==> src/logic/tqd_pkg.sv <==
// Purpose: Shared constants and types for the trigger event-delay qualifier.
// Assumes: 32-bit Avalon-MM register access with byte addresses.
// Notes: Offsets are byte addresses of aligned words.
`default_nettype none
package tqd_pkg;
  localparam int unsigned TQD_CNT_W = 29;
  localparam int unsigned TQD_ADDR_W = 4;
  localparam int unsigned TQD_DATA_W = 32;
  localparam int unsigned TQD_UP_W = 4;
  localparam logic [3:0] TQD_OFS_CTRL = 4'h0;
  localparam logic [3:0] TQD_OFS_LOAD = 4'h4;
  localparam logic [3:0] TQD_OFS_STAT = 4'h8;
  localparam logic [3:0] TQD_OFS_COUNT = 4'hc;
  localparam int unsigned TQD_CTRL_DLY = 0;
  localparam int unsigned TQD_CTRL_SHORT = 1;
  localparam int unsigned TQD_CTRL_LONG_N = 2;
  localparam int unsigned TQD_CTRL_ONE = 3;
  localparam int unsigned TQD_STAT_ARM = 0;
  localparam int unsigned TQD_STAT_ST = 1;
  localparam int unsigned TQD_STAT_TC_N = 3;
  localparam int unsigned TQD_STAT_RST = 4;
  localparam int unsigned TQD_STAT_LTO = 5;
  localparam int unsigned TQD_STAT_EARLY = 6;
  localparam int unsigned TQD_LOAD_PRE_LSB = 2;
  localparam logic [3:0] TQD_CTRL_RST = 4'h1;
  localparam logic [TQD_CNT_W-1:0] TQD_LOAD_RST = 29'h0;
  localparam logic [TQD_UP_W-1:0] TQD_UP_TC = 4'hf;
  typedef enum logic [1:0] {
    TQD_WAIT = 2'b00,
    TQD_COUNT = 2'b01,
    TQD_ARMED = 2'b10
  } tqd_state_t;
endpackage
`default_nettype wire

==> src/logic/tqd_cnt_if.sv <==
// Purpose: Carries control and status between qualifier core and event counter.
// Assumes: Both ends run on the system clock.
// Notes: The core drives start, clear and settings; the counter answers.
`timescale 1ns/100ps
`default_nettype none
interface tqd_cnt_if;
  import tqd_pkg::*;
  logic start;
  logic clear;
  logic cnt_edge;
  logic [TQD_CNT_W-1:0] load;
  logic short_sel;
  logic long_en_n;
  logic one_sel;
  logic tc_n;
  logic restart;
  logic stage2;
  logic long_to;
  logic [TQD_CNT_W-1:0] count;
  modport ctrl (output start, clear, cnt_edge, load, short_sel, long_en_n, one_sel,
                input tc_n, restart, stage2, long_to, count);
  modport cnt (input start, clear, cnt_edge, load, short_sel, long_en_n, one_sel,
               output tc_n, restart, stage2, long_to, count);
endinterface
`default_nettype wire

==> src/logic/tqd_evt_cnt.sv <==
// Purpose: 29-bit event delay counter with short and long sections.
// Assumes: cnt_edge is a one-cycle pulse per counter-clock rising edge.
// Notes: Terminal-count enable is active low and falls when the delay expires.
`timescale 1ns/100ps
`default_nettype none
module tqd_evt_cnt
  import tqd_pkg::*;
(
  input wire logic clk_i,
  input wire logic rst_n_i,
  tqd_cnt_if.cnt cif
);
  logic run_q;
  logic div_q;
  logic [TQD_UP_W-1:0] up_q;
  logic [TQD_CNT_W-1:0] cnt_q;
  logic restart_q;
  logic stage2_q;
  logic tc_n_q;
  logic long_to_q;
  logic long_used;
  logic long_tc;
  logic short_done;
  logic [TQD_CNT_W-1:0] cnt_inc;

  assign long_used = !cif.short_sel && cif.long_en_n;
  assign long_tc = !long_used || long_to_q;
  assign cnt_inc = cnt_q + 29'h1;
  // Load N expires on the Nth counter edge; count-one with short select forces the first.
  assign short_done = (cnt_inc >= cif.load) || (cif.one_sel && cif.short_sel);

  always_ff @(posedge clk_i or negedge rst_n_i) begin
    if (!rst_n_i) begin
      run_q <= 1'b0;
      cnt_q <= '0;
      restart_q <= 1'b1;
      stage2_q <= 1'b1;
      tc_n_q <= 1'b1;
    end else if (cif.clear || cif.start) begin
      run_q <= cif.start;
      cnt_q <= '0;
      restart_q <= 1'b1;
      stage2_q <= 1'b1;
      tc_n_q <= 1'b1;
    end else if (run_q && cif.cnt_edge) begin
      cnt_q <= cnt_inc;
      restart_q <= 1'b0;
      if (!restart_q) begin
        stage2_q <= 1'b0;
      end
      if (short_done && long_tc) begin
        tc_n_q <= 1'b0;
        run_q <= 1'b0;
      end
    end
  end

  // Long section steps on every second counter edge, from its preset up to 15.
  always_ff @(posedge clk_i or negedge rst_n_i) begin
    if (!rst_n_i) begin
      div_q <= 1'b0;
      up_q <= '0;
      long_to_q <= 1'b0;
    end else if (cif.clear || cif.start) begin
      div_q <= 1'b0;
      up_q <= cif.load[TQD_LOAD_PRE_LSB +: TQD_UP_W];
      long_to_q <= 1'b0;
    end else if (run_q && cif.cnt_edge && long_used) begin
      div_q <= !div_q;
      if (div_q && !long_to_q) begin
        if (up_q == TQD_UP_TC) begin
          long_to_q <= 1'b1;
        end else begin
          up_q <= up_q + 4'h1;
        end
      end
    end
  end

  assign cif.tc_n = tc_n_q;
  assign cif.restart = restart_q;
  assign cif.stage2 = stage2_q;
  assign cif.long_to = long_to_q;
  assign cif.count = cnt_q;
endmodule
`default_nettype wire

==> src/logic/tqd_qualifier.sv <==
// Purpose: Event-delay trigger qualifier with Avalon-MM register access.
// Assumes: Qualifying event, trigger clock, counter clock and holdoff come from pins.
// Notes: All pin inputs pass two flip-flops before use; edges are then detected on all but holdoff, which is used as a level.
`timescale 1ns/100ps
`default_nettype none
module tqd_qualifier
(
  input wire logic clk_i,
  input wire logic resetn_i,
  input wire logic [tqd_pkg::TQD_ADDR_W-1:0] avs_address_i,
  input wire logic avs_read_i,
  input wire logic avs_write_i,
  input wire logic [tqd_pkg::TQD_DATA_W-1:0] avs_writedata_i,
  input wire logic [3:0] avs_byteenable_i,
  output logic [tqd_pkg::TQD_DATA_W-1:0] avs_readdata_o,
  output logic avs_waitrequest_o,
  input wire logic qualifying_clock_event_i,
  input wire logic trigger_clock_i,
  input wire logic counter_clock_i,
  input wire logic holdoff_flag_i,
  output logic trigger_arm_enable_o,
  output logic terminal_count_enable_n_o
);
  import tqd_pkg::*;

  function automatic logic rise(input logic prev, input logic cur);
    rise = cur && !prev;
  endfunction

  function automatic logic reg_hit(input logic go, input logic [3:0] a,
                                   input logic [3:0] ofs);
    reg_hit = go && (a == ofs);
  endfunction

  function automatic logic [31:0] be_merge(input logic [31:0] old,
                                           input logic [31:0] wd,
                                           input logic [3:0] be);
    logic [31:0] res;
    res = old;
    for (int i = 0; i < 4; i++) begin
      if (be[i]) begin
        res[8*i +: 8] = wd[8*i +: 8];
      end
    end
    be_merge = res;
  endfunction

  // Reset release synchroniser.
  logic rst_meta_q;
  logic rst_n_q;
  always_ff @(posedge clk_i or negedge resetn_i) begin
    if (!resetn_i) begin
      rst_meta_q <= 1'b0;
      rst_n_q <= 1'b0;
    end else begin
      rst_meta_q <= 1'b1;
      rst_n_q <= rst_meta_q;
    end
  end

  // Pin synchronisers: first stage feeds only the second stage.
  logic [3:0] pin_meta_q;
  logic [3:0] pin_sync_q;
  logic [3:0] pin_prev_q;
  always_ff @(posedge clk_i or negedge rst_n_q) begin
    if (!rst_n_q) begin
      pin_meta_q <= 4'h0;
      pin_sync_q <= 4'h0;
      pin_prev_q <= 4'h0;
    end else begin
      pin_meta_q <= {holdoff_flag_i, counter_clock_i, trigger_clock_i,
                     qualifying_clock_event_i};
      pin_sync_q <= pin_meta_q;
      pin_prev_q <= pin_sync_q;
    end
  end

  logic qual_rise;
  logic tclk_rise;
  logic cclk_rise;
  logic holdoff;
  assign qual_rise = rise(pin_prev_q[0], pin_sync_q[0]);
  assign tclk_rise = rise(pin_prev_q[1], pin_sync_q[1]);
  assign cclk_rise = rise(pin_prev_q[2], pin_sync_q[2]);
  assign holdoff = pin_sync_q[3];

  // Software-visible control.
  logic [3:0] ctrl_q;
  logic [TQD_CNT_W-1:0] load_q;
  logic delay_mode_select;
  logic short_count_select;
  logic long_counter_enable_n;
  logic count_one_select;
  assign delay_mode_select = ctrl_q[TQD_CTRL_DLY];
  assign short_count_select = ctrl_q[TQD_CTRL_SHORT];
  assign long_counter_enable_n = ctrl_q[TQD_CTRL_LONG_N];
  assign count_one_select = ctrl_q[TQD_CTRL_ONE];

  // Avalon slave: one wait cycle, then the access completes.
  logic wait_q;
  logic [31:0] rdata_q;
  logic req;
  logic wr_go;
  logic stat_clr;
  assign req = avs_read_i || avs_write_i;
  assign wr_go = avs_write_i && !wait_q;

  always_ff @(posedge clk_i or negedge rst_n_q) begin
    if (!rst_n_q) begin
      wait_q <= 1'b1;
    end else begin
      wait_q <= !(req && wait_q);
    end
  end

  // Byte-enable merge is done on full words, then cut to the register width.
  logic [31:0] ctrl_wr;
  logic [31:0] load_wr;
  assign ctrl_wr = be_merge({28'h0, ctrl_q}, avs_writedata_i, avs_byteenable_i);
  assign load_wr = be_merge({3'h0, load_q}, avs_writedata_i, avs_byteenable_i);

  always_ff @(posedge clk_i or negedge rst_n_q) begin
    if (!rst_n_q) begin
      ctrl_q <= TQD_CTRL_RST;
    end else if (reg_hit(wr_go, avs_address_i, TQD_OFS_CTRL)) begin
      ctrl_q <= ctrl_wr[3:0];
    end
  end

  always_ff @(posedge clk_i or negedge rst_n_q) begin
    if (!rst_n_q) begin
      load_q <= TQD_LOAD_RST;
    end else if (reg_hit(wr_go, avs_address_i, TQD_OFS_LOAD)) begin
      load_q <= load_wr[TQD_CNT_W-1:0];
    end
  end

  assign stat_clr = reg_hit(wr_go, avs_address_i, TQD_OFS_STAT) && avs_byteenable_i[0]
                    && avs_writedata_i[TQD_STAT_EARLY];

  // Qualifier state.
  tqd_state_t state_q;
  logic arm_q;
  logic early_q;
  logic load_zero;
  logic direct_arm;
  tqd_cnt_if cif ();

  assign load_zero = (load_q == '0);
  // Load zero, or delay mode off, routes the count-start event straight to the output.
  assign direct_arm = load_zero || !delay_mode_select;

  always_ff @(posedge clk_i or negedge rst_n_q) begin
    if (!rst_n_q) begin
      state_q <= TQD_WAIT;
    end else if (holdoff) begin
      state_q <= TQD_WAIT;
    end else begin
      unique case (state_q)
        TQD_WAIT: begin
          if (qual_rise) begin
            state_q <= direct_arm ? TQD_ARMED : TQD_COUNT;
          end
        end
        TQD_COUNT: begin
          if (!cif.tc_n) begin
            state_q <= TQD_ARMED;
          end
        end
        TQD_ARMED: begin
          state_q <= TQD_ARMED;
        end
        default: begin
          state_q <= TQD_WAIT;
        end
      endcase
    end
  end

  // The arm output is the qualifier's own enable flop.
  always_ff @(posedge clk_i or negedge rst_n_q) begin
    if (!rst_n_q) begin
      arm_q <= 1'b0;
    end else if (holdoff) begin
      arm_q <= 1'b0;
    end else if (state_q == TQD_WAIT) begin
      arm_q <= qual_rise && direct_arm;
    end else if (state_q == TQD_COUNT) begin
      arm_q <= !cif.tc_n;
    end
  end

  // Trigger clocks seen while still waiting are ignored but recorded; set wins over clear.
  always_ff @(posedge clk_i or negedge rst_n_q) begin
    if (!rst_n_q) begin
      early_q <= 1'b0;
    end else if (tclk_rise && (state_q == TQD_WAIT)) begin
      early_q <= 1'b1;
    end else if (stat_clr) begin
      early_q <= 1'b0;
    end
  end

  assign cif.start = (state_q == TQD_WAIT) && qual_rise && !direct_arm && !holdoff;
  assign cif.clear = holdoff;
  assign cif.cnt_edge = cclk_rise;
  assign cif.load = load_q;
  assign cif.short_sel = short_count_select;
  assign cif.long_en_n = long_counter_enable_n;
  assign cif.one_sel = count_one_select;

  tqd_evt_cnt u_cnt (
    .clk_i(clk_i),
    .rst_n_i(rst_n_q),
    .cif(cif)
  );

  // Read data is captured as the wait cycle ends.
  logic [31:0] rd_mux;
  always_comb begin
    rd_mux = 32'h0;
    unique case (avs_address_i)
      TQD_OFS_CTRL: rd_mux = {28'h0, ctrl_q};
      TQD_OFS_LOAD: rd_mux = {3'h0, load_q};
      TQD_OFS_STAT: begin
        rd_mux[TQD_STAT_ARM] = arm_q;
        rd_mux[TQD_STAT_ST +: 2] = state_q;
        rd_mux[TQD_STAT_TC_N] = cif.tc_n;
        rd_mux[TQD_STAT_RST] = cif.restart;
        rd_mux[TQD_STAT_LTO] = cif.long_to;
        rd_mux[TQD_STAT_EARLY] = early_q;
        rd_mux[TQD_STAT_EARLY + 1] = cif.stage2;
      end
      TQD_OFS_COUNT: rd_mux = {3'h0, cif.count};
      default: rd_mux = 32'h0;
    endcase
  end

  always_ff @(posedge clk_i or negedge rst_n_q) begin
    if (!rst_n_q) begin
      rdata_q <= 32'h0;
    end else if (avs_read_i && wait_q) begin
      rdata_q <= rd_mux;
    end
  end

  logic tc_out_q;
  always_ff @(posedge clk_i or negedge rst_n_q) begin
    if (!rst_n_q) begin
      tc_out_q <= 1'b1;
    end else begin
      tc_out_q <= cif.tc_n;
    end
  end

  assign avs_readdata_o = rdata_q;
  assign avs_waitrequest_o = wait_q;
  assign trigger_arm_enable_o = arm_q;
  assign terminal_count_enable_n_o = tc_out_q;
endmodule
`default_nettype wire

==> config.mk <==
export PLATFORM = sky130hd
export DESIGN_NAME = tqd_qualifier
export DESIGN_NICKNAME = d
export VERILOG_FILES = /design/src/logic/tqd_pkg.sv /design/src/logic/tqd_cnt_if.sv /design/src/logic/tqd_evt_cnt.sv /design/src/logic/tqd_qualifier.sv
export SDC_FILE = /design/constraint.sdc
export NUM_CORES = 1
export LEC_CHECK = 0
export BUFFER_PORTS_ARGS = -buffer_cell sky130_fd_sc_hd__buf_2
export CORE_UTILIZATION = 40
export CTS_BUF_LIST = sky130_fd_sc_hd__clkbuf_8
export CTS_CLUSTER_DIAMETER = 200
export DETAILED_ROUTE_END_ITERATION = 8
export GPL_TIMING_DRIVEN = 1
export PLACE_DENSITY = 0.65
export SYNTH_ARGS = -nofsm -noshare
export SYNTH_HDL_FRONTEND = slang
export SYNTH_SLANG_ARGS = --single-unit
==> constraint.sdc <==
create_clock -name clk_i -period 4.9 [get_ports clk_i]
set_clock_uncertainty 0.15 [all_clocks]
set_input_delay 0.735 -clock clk_i [delete_from_list [all_inputs] [get_ports clk_i]]
set_output_delay 0.735 -clock clk_i [all_outputs]
set_load 0.05 [all_outputs]
# ---- Yosys cells after proc, flatten, opt, wreduce, memory -nomap -nowiden
# Index checks and enable logic that the tools add are counted.
dict set report totals {
  register_bits 123
  inputBits 48
  out_inout_bits 35
  elab_cells 130
}
dict set report op_classes {
  n_addsub 2
  magnitude_cmp 1
  eq_ne 10
  mux 33
  n_reduce_logical 60
}
# op n
set ops {}
lappend ops {{29-bit two-way mux} 2}
lappend ops {{21-bit case mux with 2 select lines} 1}
lappend ops {{8-bit case mux with 4 select lines} 1}
lappend ops {{29-bit by 1-bit adder with 29-bit output, second input constant} 1}
lappend ops {{29-bit >= comparator} 1}
lappend ops {{29-bit zero test} 1}
lappend ops {{1-bit logical AND} 22}
lappend ops {{1-bit two-way mux} 20}
lappend ops {{4-bit two-way mux} 4}
lappend ops {{2-bit AND reduction} 8}
lappend ops {{1-bit zero test} 13}
lappend ops {{4-bit == test, second input constant} 3}
lappend ops {{2-bit nonzero test} 6}
lappend ops {{2-bit two-way mux} 4}
lappend ops {{3-bit != test, second input constant} 2}
lappend ops {{2-bit case mux with 3 select lines} 1}
lappend ops {{3-bit AND reduction} 2}
lappend ops {{1-bit logical OR} 5}
lappend ops {{4-bit by 1-bit adder with 4-bit output, second input constant} 1}
lappend ops {{4-bit by 3-bit == test with 1-bit output, second input constant} 1}
lappend ops {{4-bit zero test} 1}
lappend ops {{3-bit nonzero test} 1}
lappend ops {{2-bit by 1-bit == test with 1-bit output, second input constant} 1}
lappend ops {{2-bit == test, second input constant} 1}
lappend ops {{other kinds (3)} 3}

# ---- Logic depth before layout (Yosys ltp)
dict set report logic_depth {
  word_depth 8
  ltp_mapped 14
  ltp_nobuf 13
}

# ---- By module
# Synthesis repeated with hierarchy kept, for this count alone.
dict set report hier_totals {
  hier_cells 640
  hier_area_um2 6482.5
}
# mod instances cells_per_inst area_per_inst_um2 seq_area_each_um2
set modules_own_cells {}
lappend modules_own_cells {tqd_qualifier 1 272 3444.6 2030.7}
lappend modules_own_cells {tqd_evt_cnt 1 368 3037.9 979.7}

# ---- Worst setup path before layout
# OpenSTA, ideal clock, no wires.
dict set report synth_timing {
  path_type {register -> register}
  from {reg u_cnt.cnt_q[0], in the netlist u_cnt.cif.count[0]}
  to {reg u_cnt.run_q}
  setup_time_ps 64
  arrival_time_ps 2777
  required_ps 4686
  path_slack_ps 1909
  path_stages_with_launch 13
  n_path_buf 0
  period_less_slack_ps 2991
  cell_sequence {dfrtp_1 > ha_1 > nand4_1 > or4_4 > nor2_4 > nand3_1 > xnor2_1 > ha_1 > and4_1 > a221o_1 > nand2_1 > o211a_1 > a31o_2}
}
dict set report synth_via {
  elab_chain_cells 6
}
# item line
set synth_rtl {}
lappend synth_rtl {{start, declared} tqd_evt_cnt.sv:16} ;# logic [TQD_CNT_W-1:0] cnt_q;
lappend synth_rtl {{start signal, assigned} tqd_evt_cnt.sv:46} ;# cnt_q <= cnt_inc;
lappend synth_rtl {{29-bit by 1-bit adder with 29-bit output} tqd_evt_cnt.sv:28} ;# assign cnt_inc = cnt_q + 29'h1;
lappend synth_rtl {{29-bit >= comparator} tqd_evt_cnt.sv:30} ;# assign short_done = (cnt_inc >= cif.load) || (cif.one_sel && cif.short_sel);
lappend synth_rtl {{1-bit logical OR} tqd_evt_cnt.sv:30}
lappend synth_rtl {{1-bit logical AND} tqd_evt_cnt.sv:51} ;# if (short_done && long_tc) begin
lappend synth_rtl {{2-bit nonzero test (no source line)} -}
lappend synth_rtl {{2-bit AND reduction (no source line)} -}
lappend synth_rtl {{end signal, assigned} tqd_evt_cnt.sv:40} ;# run_q <= cif.start;
lappend synth_rtl {{end, declared} tqd_evt_cnt.sv:13} ;# logic run_q;
# Every way passes these cells.
# A chain may end at the register's enable or synchronous reset.

# ---- Worst setup path after layout
dict set report layout_timing {
  from {reg u_cnt.cnt_q[5], in the netlist u_cnt.cif.count[5]}
  to {reg u_cnt.run_q}
}
# Same word-level chain as after synthesis.

==> summary.md <==
| Metric | Value |
|---|---|
| Final core occ | 0.4759 |
| Post-synthesis xor/xnor area fraction | 0.07983 |
| Commonest non-fill, non-tap cell in the layout | dfrtp_1 |
| Power Total | 0.002383 W |
| # diodes | 0 |
| Via-per-instance ratio | 5.277 |
| DRT iter0 DRCs | 327 |
| Die Span Y | 128.1 um |
| Sequential share of power | 0.476 |
| Sw Share | 0.2728 |
| CORE AREA | 15370 sq um |
| CP Capture Point | u_cnt.run_q$_DFFE_PN0P_ |
| FP Rows | 45 |
| Worst Path Buf+Inv | 0 |
| Synth warn | 0 |
| Antenna Nets Post-Route | 0 |
| CP Depth | 11 |
| Synth Area in Compound Gates | 0.1099 |
| Hold slack | 0.2047 ns |
| Clock power frac | 0.405 |
| Largest family of logic cells by synthesized area | simple AND/OR/NAND/NOR gates |
| DIE AREA | 16420 sq um |
| H-tree depth | 4 |
| Critical Path Start | u_cnt.cif.count[5]$_DFFE_PN0P_ |
| Maxcap violations | 0 |
| Final setup fails | 0 |
| Ports | 83 |
| # fillers | 1473 |
| Slew Limit Fails | 0 |
| CTS tree | built |
| Startpoint types | flop |
| Share of post-route cells with drive strength above 1 | 0.2236 |
| Maximum clock path buffer count | 2 |
| Total Nets Final | 789 |
| CP Max Fanout | 9 |
| CP required | 5.08 ns |
| GRT Overall Usage | 0.1982 |
| Area Growth Syn to Fin | 14.94% |
| Overflow after GRT | 0 |
| Synthesized area | 6364 sq um |
| Post-CTS sizing | 0 |
| CP delay by family, top | simple AND/OR/NAND/NOR gates |
| Via count of the first global-routing pass | 4857 |
| #FFs+latches synth | 120 |
| Max Freq | 284.9 MHz |
| HP Class | reg -> reg |
| Worst R2R Setup Slack | 1.39 ns |
| Critical-path cell list | nand4_2 > nor3_2 > and3_1 > nand2_1 > xnor2_1 > ha_1 > nand4_1 > nor3_1 > nand3_1 > o211a_1 > a31o_2 |
| Initial core utilization | 0.4140 |
| Initial antenna violation count | 0 |
| First-pass GRT wire length | 24810 um |
| Clock transition at path regs | 0.07 ns |
| Commonest non-fill, non-tap cells in the layout | dfrtp_1 (113), buf_2 (76), nand2_1 (73) |
| Slew @ Worst Pin | 1.118 ns |
| Critical Path Max Stage Delay | 0.52 ns |
| Worst r2r dst | u_cnt.run_q$_DFFE_PN0P_ |
| Sw Pwr | 0.0006503 W |
| Average cell area after synthesis | 9.897 sq um |
| Post-route setup TNS | 0 ns |
| Rel. slew slack | 0.2517 |
| Post-layout minimum cycle time | 3.510 ns |
| Adder-cell share of the synthesized area | 0.06685 |
| Gp weighted congestion | 0.8783 |
| Final Hold Fails | 0 |
| Clk root buf | clkbuf_8 |
| Clock sinks | 120 |
| Clk_lat worst skew | 0.45 ns |
| DRC | 0 |
| Outcome | finished clean |
| Largest net degree at the start of global routing | 80 |
| Final period utilization | 0.7164 |
| R2R cell count | 11 |
| Int Power | 0.001733 W |
| Number of distinct library cells after synthesis | 51 |
| Post-synthesis instance total | 643 |
| CTS buffer count | 17 |
| Vias after detailed routing | 4913 |
| Slowest cell on the critical path | dfrtp_1 |
| DR WL/cell | 16.18 um |
| Max VDD drop | 0.0002184 V |
| Combinational share of power | 0.120 |
| Detailed Routing Iterations Pass 1 | 5 |
| Worst path arrival time | 3.69 ns |
| Simple-gate portion of the synthesized area | 0.1583 |
| Pleak | 3.446 nW |
| Proportion of synthesized area in mux cells | 0.06154 |
| R2R Path Start | u_cnt.cif.count[5]$_DFFE_PN0P_ |
| Die width | 128.1 um |
| IO Port Bufs | 76 |
| Synth async-reset ratio | 1.000 |
| RSZ-0062 raised after global routing | no |
| Crit end category | flop |
| EDFF count, synth | 0 |
| Ys flop type | dfrtp_1 |
| Crit Path Category | reg -> reg |
| Final wirelength | 15060 um |
| Hpwl dp | 10630 um |
| Seq/Total Area, Yosys | 0.4731 |
| Power Dens Cells | 325.8 nW/um^2 |
layout make-up:
class / count / area (sq um) / share of cell area
Clock inverter: 13 / 162.7 / 0.02224
Multi-Input combinational cell: 452 / 3060 / 0.4184
Inverter: 35 / 131.4 / 0.01796
Sequential cell: 120 / 3014 / 0.4121
Clock buffer: 19 / 261.5 / 0.03575
Timing Repair Buffer: 81 / 420.4 / 0.05748
Tap cell: 211 / 264.0 / 0.03609
worst min path at each step:
stage,end,start,depth (start not counted)
2_1_floorplan,pin_sync_q[0]$_DFF_PN0_,pin_meta_q[0]$_DFF_PN0_,0
3_3_place_gp,pin_sync_q[1]$_DFF_PN0_,pin_meta_q[1]$_DFF_PN0_,0
3_5_place_dp,pin_sync_q[0]$_DFF_PN0_,pin_meta_q[0]$_DFF_PN0_,0
4_1_cts,pin_sync_q[2]$_DFF_PN0_,pin_meta_q[2]$_DFF_PN0_,0
5_1_grt,pin_meta_q[3]$_DFF_PN0_,holdoff_flag_i,1
6_report,pin_sync_q[0]$_DFF_PN0_,pin_meta_q[0]$_DFF_PN0_,0
repair_timing:
| action | in CTS | in global routing |
|---|---|---|
| buffers inserted | 0 | 0 |
| endpoints found under the hold margin | 2 | 0 |
| hold buffers | 1 | 0 |
layer usage:
metal	global-route usage	up-vias	wire length, um	share of wire
li1	-	2333	-	-
met1	0.2637	2433	6979	0.46
met2	0.3197	129	7112	0.47
met3	0.04925	18	755	0.050
met4	0.05813	0	212	0.014
met5	0	-	0	0
cells by family (layout without fill, tap and decap cells):
group                    after synthesis  in the layout
XOR/XNOR                              58             58
multiplexers                          35             35
AND/OR/NAND/NOR                      210            210
other                                  2              4
buffers and inverters                 73            148
AO/OA/AOI/OAI                        111            111
flip-flops                           120            120
adder cells (fa/ha/maj)               34             34
sequential cells by signal, indices dropped and copies added (netlist names), 2 cells and up:
name	cells
ctrl_q	4
cif.load	29
pin_meta_q	4
state_q	2
pin_sync_q	4
pin_prev_q	3
u_cnt.up_q	4
u_cnt.cif.count	29
avs_readdata_o	29
power by group through the flow:
stage	Combinational [W]	Sequential, W	Clock, W
final	0.000285	0.00113	0.000964
after global routing	0.000318	0.00114	0.00103
after CTS	0.000287	0.00113	0.000986
after detailed placement	0.000285	0.00115	0
after global placement	0.000271	0.00115	0
after floorplan	0.000172	0.00115	0
stage by stage:
step	instance area, sq um	std cells	setup WS (ns)
after floorplan	6371	645	1.170
after global placement	6880	898	1.453
after detailed placement	6880	898	1.418
after CTS	7315	931	1.393
after global routing	7315	931	1.108
final	7315	931	1.390
synth_stat cells (9+ instances only):
library cell | number | area, sq um
nand3_1 | 17 | 85.08
dfrtp_1 | 114 | 2853
o21ai_0 | 40 | 200.2
nand4_1 | 14 | 87.58
nand2_1 | 73 | 274.0
and3_1 | 9 | 56.30
nor2_1 | 56 | 210.2
nor3_1 | 11 | 55.05
clkbuf_1 | 21 | 78.83
a22oi_1 | 21 | 157.7
ha_1 | 34 | 425.4
mux2_2 | 33 | 371.6
xor2_1 | 29 | 254.0
xnor2_1 | 29 | 254.0
inv_1 | 35 | 131.4
a21oi_1 | 21 | 105.1
No activity file was read; power rests on OpenSTA's default activity.
